### config.mk
export PLATFORM = sky130hd
export DESIGN_NAME = kwdt_top
export DESIGN_NICKNAME = d
export VERILOG_FILES = /design/src/pkg/kwdt_pkg.sv /design/src/logic/kwdt_sync.sv /design/src/logic/kwdt_top.sv
export SDC_FILE = /design/constraint.sdc
export NUM_CORES = 1
export LEC_CHECK = 0
export ABC_AREA = 1
export BUFFER_PORTS_ARGS = -buffer_cell sky130_fd_sc_hd__buf_2
export CAP_MARGIN = 20
export CORE_MARGIN = 2
export CORE_UTILIZATION = 60
export CTS_BUF_LIST = sky130_fd_sc_hd__clkbuf_2 sky130_fd_sc_hd__clkbuf_4 sky130_fd_sc_hd__clkbuf_8
export DETAILED_ROUTE_END_ITERATION = 10
export GPL_TIMING_DRIVEN = 0
export HOLD_SLACK_MARGIN = 0.06
export PLACE_DENSITY = 0.83
export RECOVER_POWER = 100
export SLEW_MARGIN = 20
export SYNTH_ARGS = -nofsm -noshare
export SYNTH_HDL_FRONTEND = slang
export SYNTH_SLANG_ARGS = --single-unit
### constraint.sdc
create_clock -name CLK_SYS -period 3.36 [get_ports CLK_SYS]
set_input_delay 0.672 -clock CLK_SYS [delete_from_list [all_inputs] [get_ports CLK_SYS]]
set_output_delay 0.672 -clock CLK_SYS [all_outputs]
set_load 0.05 [all_outputs]
### src/pkg/kwdt_pkg.sv
// Shared constants and types of the keyed watchdog timer
package kwdt_pkg;

  // ==========================================================================
  // Register map (byte addresses on APB)
  localparam logic [7:0] ADDR_CTRL = 8'h00;
  localparam logic [7:0] ADDR_KICK = 8'h04;

  // ==========================================================================
  // Control register fields and reset values
  localparam int KEY_MSB = 31;
  localparam int KEY_LSB = 24;
  localparam int BODY_MSB = 23;
  localparam int PSEL_MSB = 12;
  localparam int PSEL_LSB = 8;
  localparam int EN_BIT = 0;
  localparam logic [7:0] KEY_ARM = 8'h55;
  localparam logic [7:0] KEY_COMMIT = 8'hAA;
  localparam logic EN_RST = 1'b0;
  localparam logic [4:0] PSEL_RST = 5'h00;
  localparam logic [23:0] BODY_RST = 24'h000000;
  localparam logic [31:0] CNT_RST = 32'h00000000;

  // ==========================================================================
  // Sleep mode codes shared with the power manager
  localparam logic [2:0] SLEEP_RUN = 3'h0;
  localparam logic [2:0] SLEEP_SHUTDOWN = 3'h5;
  localparam logic [2:0] SLEEP_STATIC = 3'h6;

  // ==========================================================================
  // Unlock sequencer states, Gray coded
  typedef enum logic {
    KWDT_LOCKED = 1'b0,
    KWDT_ARMED = 1'b1
  } kwdt_unlock_e;

endpackage

### src/logic/kwdt_sync.sv
// Three-stage synchroniser with agreement filter for the RC oscillator pin
`timescale 1ns/1ns
module kwdt_sync (
  input wire logic clk,
  input wire logic rst_n,
  input wire logic d,
  output logic q
);

  logic s1_r;
  logic s2_r;
  logic s3_r;
  logic q_r;
  logic q_nxt;

  // ==========================================================================
  // Filter: a change counts only once stages two and three agree
  always_comb begin
    q_nxt = q_r;
    if (s2_r == s3_r) begin
      q_nxt = s3_r;
    end
  end

  // Stage one feeds stage two only, to keep metastability contained
  always_ff @(posedge clk or negedge rst_n) begin
    if (!rst_n) begin
      s1_r <= 1'b0;
      s2_r <= 1'b0;
      s3_r <= 1'b0;
      q_r <= 1'b0;
    end else begin
      s1_r <= d;
      s2_r <= s1_r;
      s3_r <= s2_r;
      q_r <= q_nxt;
    end
  end

  assign q = q_r;

endmodule

### src/logic/kwdt_top.sv
// Keyed watchdog timer: APB registers, unlock sequencer and RC-driven prescaler
`timescale 1ns/1ns
module kwdt_top (
  input wire logic CLK_SYS,
  input wire logic RESETN,
  input wire logic PSEL,
  input wire logic PENABLE,
  input wire logic PWRITE,
  input wire logic [7:0] PADDR,
  input wire logic [31:0] PWDATA,
  output logic [31:0] PRDATA,
  output logic PREADY,
  output logic PSLVERR,
  input wire logic RC_CLK,
  input wire logic DBG_HALT,
  input wire logic DBG_KEEP_RUN,
  input wire logic [2:0] SLEEP_REQ,
  output logic [2:0] SLEEP_GRANT,
  output logic RC_OSC_EN,
  output logic WDT_RESET_REQ
);

  // ==========================================================================
  // Reset release through two flip-flops
  logic rst_a_r;
  logic rst_b_r;
  logic rst_n;

  always_ff @(posedge CLK_SYS or negedge RESETN) begin
    if (!RESETN) begin
      rst_a_r <= 1'b0;
      rst_b_r <= 1'b0;
    end else begin
      rst_a_r <= 1'b1;
      rst_b_r <= rst_a_r;
    end
  end

  assign rst_n = rst_b_r;

  // ==========================================================================
  // Helpers
  // Last count value of a period: 2^(sel+1) - 1, wide enough for sel = 31
  function automatic logic [31:0] term_of(input logic [4:0] sel);
    logic [32:0] full;
    full = (33'h000000001 << (6'(sel) + 6'h01)) - 33'h000000001;
    return full[31:0];
  endfunction

  // ==========================================================================
  // RC oscillator edge detection
  logic rc_lvl;
  logic rc_prev_r;
  logic rc_rise;

  kwdt_sync u_rc_sync (
    .clk(CLK_SYS),
    .rst_n(rst_n),
    .d(RC_CLK),
    .q(rc_lvl)
  );

  assign rc_rise = rc_lvl & ~rc_prev_r;

  // ==========================================================================
  // APB slave: one wait state, answer registered
  logic pready_r;
  logic pready_nxt;
  logic pslverr_r;
  logic pslverr_nxt;
  logic [31:0] prdata_r;
  logic [31:0] prdata_nxt;
  logic acc_first;
  logic done;
  logic mapped;
  logic wr_ctrl;
  logic wr_kick;

  // Stored control state and unlock sequencer
  logic en_r;
  logic en_nxt;
  logic [4:0] period_sel_r;
  logic [4:0] period_sel_nxt;
  logic [23:0] armed_body_r;
  logic [23:0] armed_body_nxt;
  kwdt_pkg::kwdt_unlock_e lock_r;
  kwdt_pkg::kwdt_unlock_e lock_nxt;
  logic commit;
  logic [7:0] wkey;

  assign acc_first = PSEL & PENABLE & ~pready_r;
  assign done = PSEL & PENABLE & pready_r;
  assign mapped = (PADDR == kwdt_pkg::ADDR_CTRL) | (PADDR == kwdt_pkg::ADDR_KICK);
  assign wr_ctrl = done & PWRITE & (PADDR == kwdt_pkg::ADDR_CTRL);
  assign wr_kick = done & PWRITE & (PADDR == kwdt_pkg::ADDR_KICK);
  assign wkey = PWDATA[kwdt_pkg::KEY_MSB:kwdt_pkg::KEY_LSB];

  // Read mux is sampled on the first access cycle and held by the flop
  always_comb begin
    pready_nxt = acc_first;
    pslverr_nxt = acc_first & ~mapped;
    prdata_nxt = 32'h00000000;
    if (acc_first && !PWRITE && PADDR == kwdt_pkg::ADDR_CTRL) begin
      prdata_nxt[kwdt_pkg::PSEL_MSB:kwdt_pkg::PSEL_LSB] = period_sel_r;
      prdata_nxt[kwdt_pkg::EN_BIT] = en_r;
    end
  end

  always_ff @(posedge CLK_SYS or negedge rst_n) begin
    if (!rst_n) begin
      pready_r <= 1'b0;
      pslverr_r <= 1'b0;
      prdata_r <= 32'h00000000;
    end else begin
      pready_r <= pready_nxt;
      pslverr_r <= pslverr_nxt;
      prdata_r <= prdata_nxt;
    end
  end

  // ==========================================================================
  // Unlock sequencer: arm on 0x55, commit on 0xAA with the same body
  always_comb begin
    lock_nxt = lock_r;
    armed_body_nxt = armed_body_r;
    en_nxt = en_r;
    period_sel_nxt = period_sel_r;
    commit = 1'b0;
    if (wr_ctrl) begin
      if (wkey == kwdt_pkg::KEY_ARM) begin
        lock_nxt = kwdt_pkg::KWDT_ARMED;
        armed_body_nxt = PWDATA[kwdt_pkg::BODY_MSB:0];
      end else if (wkey == kwdt_pkg::KEY_COMMIT && lock_r == kwdt_pkg::KWDT_ARMED &&
                   PWDATA[kwdt_pkg::BODY_MSB:0] == armed_body_r) begin
        lock_nxt = kwdt_pkg::KWDT_LOCKED;
        commit = 1'b1;
        en_nxt = PWDATA[kwdt_pkg::EN_BIT];
        period_sel_nxt = PWDATA[kwdt_pkg::PSEL_MSB:kwdt_pkg::PSEL_LSB];
      end else begin
        lock_nxt = kwdt_pkg::KWDT_LOCKED;
      end
    end
  end

  always_ff @(posedge CLK_SYS or negedge rst_n) begin
    if (!rst_n) begin
      lock_r <= kwdt_pkg::KWDT_LOCKED;
      armed_body_r <= kwdt_pkg::BODY_RST;
      en_r <= kwdt_pkg::EN_RST;
      period_sel_r <= kwdt_pkg::PSEL_RST;
    end else begin
      lock_r <= lock_nxt;
      armed_body_r <= armed_body_nxt;
      en_r <= en_nxt;
      period_sel_r <= period_sel_nxt;
    end
  end

  // ==========================================================================
  // Prescaler and time-out
  logic [31:0] cnt_r;
  logic [31:0] cnt_nxt;
  logic run;
  logic kick_acc;
  logic tmo_evt;
  logic rst_req_nxt;
  logic rc_en_nxt;
  logic [2:0] grant_nxt;
  logic rst_req_r;
  logic rc_en_r;
  logic [2:0] grant_r;

  assign run = ~DBG_HALT | DBG_KEEP_RUN;
  assign kick_acc = wr_kick & en_r;
  // A kick in the expiry cycle wins: it arrived before the period ended
  assign tmo_evt = en_r & run & rc_rise & (cnt_r == term_of(period_sel_r)) & ~kick_acc;

  always_comb begin
    cnt_nxt = cnt_r;
    if (!en_r) begin
      cnt_nxt = kwdt_pkg::CNT_RST;
    end else if (kick_acc) begin
      cnt_nxt = kwdt_pkg::CNT_RST;
    end else if (tmo_evt) begin
      cnt_nxt = kwdt_pkg::CNT_RST;
    end else if (run && rc_rise) begin
      cnt_nxt = cnt_r + 32'h00000001;
    end
    rst_req_nxt = tmo_evt;
    rc_en_nxt = en_r;
    grant_nxt = SLEEP_REQ;
    if (en_r && SLEEP_REQ == kwdt_pkg::SLEEP_STATIC) begin
      grant_nxt = kwdt_pkg::SLEEP_SHUTDOWN;
    end
  end

  // The soft reset does not touch this block, so counting goes on through it
  always_ff @(posedge CLK_SYS or negedge rst_n) begin
    if (!rst_n) begin
      cnt_r <= kwdt_pkg::CNT_RST;
      rc_prev_r <= 1'b0;
      rst_req_r <= 1'b0;
      rc_en_r <= 1'b0;
      grant_r <= kwdt_pkg::SLEEP_RUN;
    end else begin
      cnt_r <= cnt_nxt;
      rc_prev_r <= rc_lvl;
      rst_req_r <= rst_req_nxt;
      rc_en_r <= rc_en_nxt;
      grant_r <= grant_nxt;
    end
  end

  assign PRDATA = prdata_r;
  assign PREADY = pready_r;
  assign PSLVERR = pslverr_r;
  assign SLEEP_GRANT = grant_r;
  assign RC_OSC_EN = rc_en_r;
  assign WDT_RESET_REQ = rst_req_r;
endmodule

* Yosys cells after proc, flatten, opt, wreduce, memory -nomap -nowiden
Index checks and enable logic that the tools add are counted.
Word-level totals: bits in latches 0, flip-flop bits (word level) 83, bits in writable memories 0, memories kept 0, output and inout port bits 39, bits in read-only memories 0
Cells by class: add/subtract/negate cells 3, multiplexer cells 8, div/mod/pow operators 0, bitwise gates (word level) 21, multiply operators 0, shifts and indexed selects 1, order comparisons 0, eq/ne operators 8, reductions and logical operators 10
Operators with widths (count):
- 2-to-1 mux 32 bit | 4
- adder 32 x 1 -> 32 bit, second input constant | 1
- equality test 32 bit | 1
- left shift 1 x 6 -> 32 bit, first input constant | 1
- subtractor 32 x 1 -> 32 bit, second input constant | 1
- equality test 24 bit | 1
- bitwise AND 1 bit | 13
- equality test 8 x 3 -> 1 bit, second input constant | 1
- equality test 8 x 7 -> 1 bit, second input constant | 1
- equality test 8 bit, second input constant | 1
- zero test 8 bit | 1
- adder 5 x 1 -> 6 bit, second input constant | 1
- logical AND 1 bit | 6
- NOT 1 bit | 6
- 2-to-1 mux 5 bit | 1
- inequality test 4 x 1 -> 1 bit, second input constant | 1
- equality test 3 bit, second input constant | 1
- 2-to-1 mux 3 bit | 1
- AND reduction 3 bit | 1
- 2-to-1 mux 1 bit | 2
- OR 1 bit | 2
- AND reduction 2 bit | 1
- equality test 1 bit | 1
- zero test 1 bit | 1

* Depth between registers and ports, before layout
word-level depth 10, mapped depth 20, mapped depth without buffers 18

* Hierarchy
Synthesis repeated with hierarchy kept, for this count alone.
Second synthesis, totals: cells, all modules 900, area, all modules 6068.3 um^2
Modules (own cells, without submodules):
- kwdt_top | times used 1, cells an instance 892, area an instance 5952.0 um^2
- kwdt_sync | times used 1, cells an instance 8, area an instance 116.4 um^2

* Worst setup path before layout
OpenSTA, ideal clock, no wires.
path type reg2reg, start reg period_sel_r[4], end reg cnt_r[23], arrival 2480 ps, setup time 117 ps, required time 3243 ps, period minus slack after synthesis 2596 ps, stages on the path, launching flop included 20, slack 764 ps, path through dfrtp_1 buf_4 inv_1 buf_2 nand4_1 ha_1 nand2_1 nor2_2 nand2_1 nor2_4 nand2_2 xnor2_2 inv_1 nand2_1 nand3_1 nor2_2 nand3_2 buf_6 nand2_1 nand2_1
Between the ends: cells in the longest elaborated chain, start to end 9, elaborated cells on any way between the ends 10
Ends and longest elaborated chain:
- start, declared | RTL line kwdt_top.sv:82 | logic [4:0] period_sel_r;
- start signal, assigned | RTL line kwdt_top.sv:150 | period_sel_r <= kwdt_pkg::PSEL_RST;
- start signal, assigned | RTL line kwdt_top.sv:155 | period_sel_r <= period_sel_nxt;
- adder 5 x 1 -> 6 bit * | RTL line kwdt_top.sv:46 | full = (33'h000000001 << (6'(sel) + 6'h01)) - 33'h000000001;
- left shift 1 x 6 -> 32 bit * | RTL line kwdt_top.sv:46
- subtractor 32 x 1 -> 32 bit * | RTL line kwdt_top.sv:46
- equality test 32 bit * | RTL line kwdt_top.sv:176 | assign tmo_evt = en_r & run & rc_rise & (cnt_r == term_of(period_sel_r)) & ~kick_acc;
- bitwise AND 1 bit * (2 in series) | RTL line kwdt_top.sv:176
- 2-to-1 mux 32 bit | RTL line kwdt_top.sv:184 | end else if (tmo_evt) begin
- 2-to-1 mux 32 bit | RTL line kwdt_top.sv:182 | end else if (kick_acc) begin
- 2-to-1 mux 32 bit | RTL line kwdt_top.sv:180 | if (!en_r) begin
- end signal, assigned | RTL line kwdt_top.sv:200 | cnt_r <= kwdt_pkg::CNT_RST;
- end signal, assigned | RTL line kwdt_top.sv:206 | cnt_r <= cnt_nxt;
- end, declared | RTL line kwdt_top.sv:161 | logic [31:0] cnt_r;
Every way passes the cells marked *; elsewhere a longest branch is shown, timed or not. A chain may end at the register's enable or synchronous reset.

* Worst setup path in the final report
start reg period_sel_r[4], end reg cnt_r[16]
Same word-level chain as after synthesis.

==> run metrics <==
outcome finished, final reports clean; Initial Util 0.6141; CTS buffer count 9; Clock Pin Slew Worst Setup and Hold Paths 0.10 ns; Clock Skews 0.02111 ns; Setup TNS 0 ns; DR DRC count 0; Worst slew margin 0.1794; most common cell after layout, fill and taps aside nand2_1; RSZ-0062 raised after global routing false; total power about 2.2 mW; total setup buffers inserted after CTS 0; CTS tree built; global route overflow 0; Max Fclk approximately 0.33 GHz; Hold WC Path Type in -> async; dpl hpwl 11610 um; Max-Cap Viols 0; Worst Tran Pin Value 1.231 ns; initial antenna violation count 0; flop2flop setup slack 0.33 ns; Placement Setup Slack 0.2727 ns; reg2reg start period_sel_r[4]; FF/Latch Area 0.002077 mm^2; R2R cell count 19; min Tclk post-route 3.032 ns; synthesized area 0.005947 mm^2; setup slack after layout between 0.3 and 0.4 ns; Slew Viols, Final 0; Critical Path End cnt_r[16]; Final Util 0.6942; Seq cells post-synth 83; pwr dens 322.2 mW/mm^2; CTS root buf clkbuf_8; Post-synth ARST share 1.000; first-pass GRT wire length 25100 um; DR vias between 5000 and 6000; DIE AREA 0.01072 mm^2; row cnt 36; Core Box Area 0.009684 mm^2; Seq/Total Area, Yosys 0.3493; Final Hold Fails 0; initial drt markers 395; I/O pins 90; Multi-input gate area roughly 0.0033 mm^2; required time of the worst setup path 3.60 ns; Lkg Pwr 3.588 nW; Synth cell types 41; crit-path max FO 10; Layout area overhead 13.04%; CP Launch Type flip-flop; Cells after Synth 884; worst vdd ir 0.2817 mV; worst reg2reg path endpoint cnt_r[16]; clk sink count 83; Final setup viols 0; worst-skew pair later-pin latency about 0.36 ns; H-Tree Depth 3; Post-layout nets 1038; Max Buffers Root-to-Sink 2; total routed wirelength 14770 um; Setup crit start period_sel_r[4]; Port-buffer cells 63; DR vias/cell roughly 5.2; fillers 883; Avg Inst Size Synth 6.727 um^2; share of layout cells above drive strength 1 0.1364; largest net degree at the start of global routing 52; Post-synth top flop dfrtp_1; number of flops mapped to enable cells by yosys 0; Synthesis Warnings 0; DRT Pass-1 Iters 5; GPL Wtd Cong 0.9759; Data arrival, critical path 3.27 ns; DR WL/cell approximately 13 um; antenna fix cells 0; most frequent cells in the layout nand2_1, nor2_1, inv_1, dfrtp_1, buf_2; crit path kind reg -> reg; CP Capture Type flip-flop; Final ANT Viol Nets 0; Die Y slightly above 100 um; vias in the first global route 5357; final worst-path cycle share 0.9025; Die Span X around 100 um; total global-route track usage 0.2836
[metrics by stage]
stage / cell area, um^2 / cells / hold WS (ns)
6_report: 6723 / 1123 / 0.08908
4_1_cts: 6761 / 1123 / 0.08412
5_1_grt: 6723 / 1123 / 0.08292
3_3_place_gp: 6526 / 1106 / 0.3357
2_1_floorplan: 6045 / 910 / 0.3312
3_5_place_dp: 6558 / 1107 / 0.2844
[critical path: stages, from the launching register on]
cell     delay [ns]
dfrtp_1        0.37
buf_4          0.16
inv_1          0.08
buf_2          0.21
nand4_1        0.15
ha_1           0.35
xnor2_1        0.08
nor2_1         0.09
nand4_1        0.18
nor2_1         0.14
nand2_1        0.07
nor2_1         0.13
nand3_1        0.08
nor2_1         0.09
nand4_1        0.11
nor2_1         0.16
nand3_2        0.16
buf_6          0.19
nand2_1        0.06
nand2_1        0.05
[cell families after synthesis]
kind of cell / share of synthesized area
simple gates: 0.3840
fa+ha+maj: 0.005890
compound gates: 0.07217
xor+xnor: 0.04839
buf+inv: 0.1201
mux: 0.01894
other cells: 0.001263
flops: 0.3493
[synthesized netlist by cell type, drive strengths merged, types with 12 or more instances]
library cell | count | area, um^2
a21oi | 20 | 100.1
buf | 38 | 279.0
clkbuf | 18 | 67.56
dfrtp | 83 | 2077
inv | 98 | 367.9
nand2 | 290 | 1094
nand3 | 48 | 245.2
nand4 | 36 | 225.2
nor2 | 110 | 462.9
nor3 | 20 | 105.1
o21ai | 32 | 160.2
xnor2 | 12 | 112.6
xor2 | 20 | 175.2
[state kept, by name, summed over array words and instances, names as in the netlist]
register / flops
cnt_r: 32
en_r: 1
rst_a_r: 1
u_rc_sync.s1_r: 1
SLEEP_GRANT: 3
lock_r: 1
armed_body_r: 24
u_rc_sync.s3_r: 1
WDT_RESET_REQ: 1
rc_prev_r: 1
PREADY: 1
RC_OSC_EN: 1
u_rc_sync.q: 1
PRDATA: 6
period_sel_r: 5
rst_b_r: 1
u_rc_sync.s2_r: 1
PSLVERR: 1
[routing by layer]
| layer | global-route usage | wire length, um |
|---|---|---|
| met1 | 0.3963 | 6528 |
| met2 | 0.4584 | 6857 |
| met3 | 0.03272 | 991 |
| met4 | 0.1042 | 392 |
| met5 | 0 | 0 |
[worst min path at each step]
stage	from	cells past startpoint	endpoint
global placement	u_rc_sync.s1_r	0	u_rc_sync.s2_r
detailed placement	rst_b_r	0	cnt_r[18]
CTS	RESETN	1	rst_b_r
floorplan	rst_a_r	0	rst_b_r
global route	RESETN	1	rst_a_r
finish	RESETN	1	rst_b_r
[power by group]
group	internal, mW	leakage (nW)	switching (mW)
logic	0.119	2.40	0.230
registers	1.03	1.09	0.0430
clock network	0.360	0.0945	0.384
total	1.51	3.59	0.657
[layout make-up]
cell class / instances / share of cell area
Multi-Input combinational cell: 673 / 0.4850
Sequential cell: 83 / 0.3090
Inverter: 98 / 0.05472
Buffer: 56 / 0.05155
Timing Repair Buffer: 64 / 0.04467
Tap cell: 133 / 0.02475
Clock buffer: 10 / 0.01954
Clock inverter: 6 / 0.01079
[what timing repair did]
item                                    in CTS  in global routing
hold buffers                                 0                  0
gates resized for setup                      0                  2
endpoints found under the setup margin       0                 29
No activity file was read; power rests on OpenSTA's default activity.
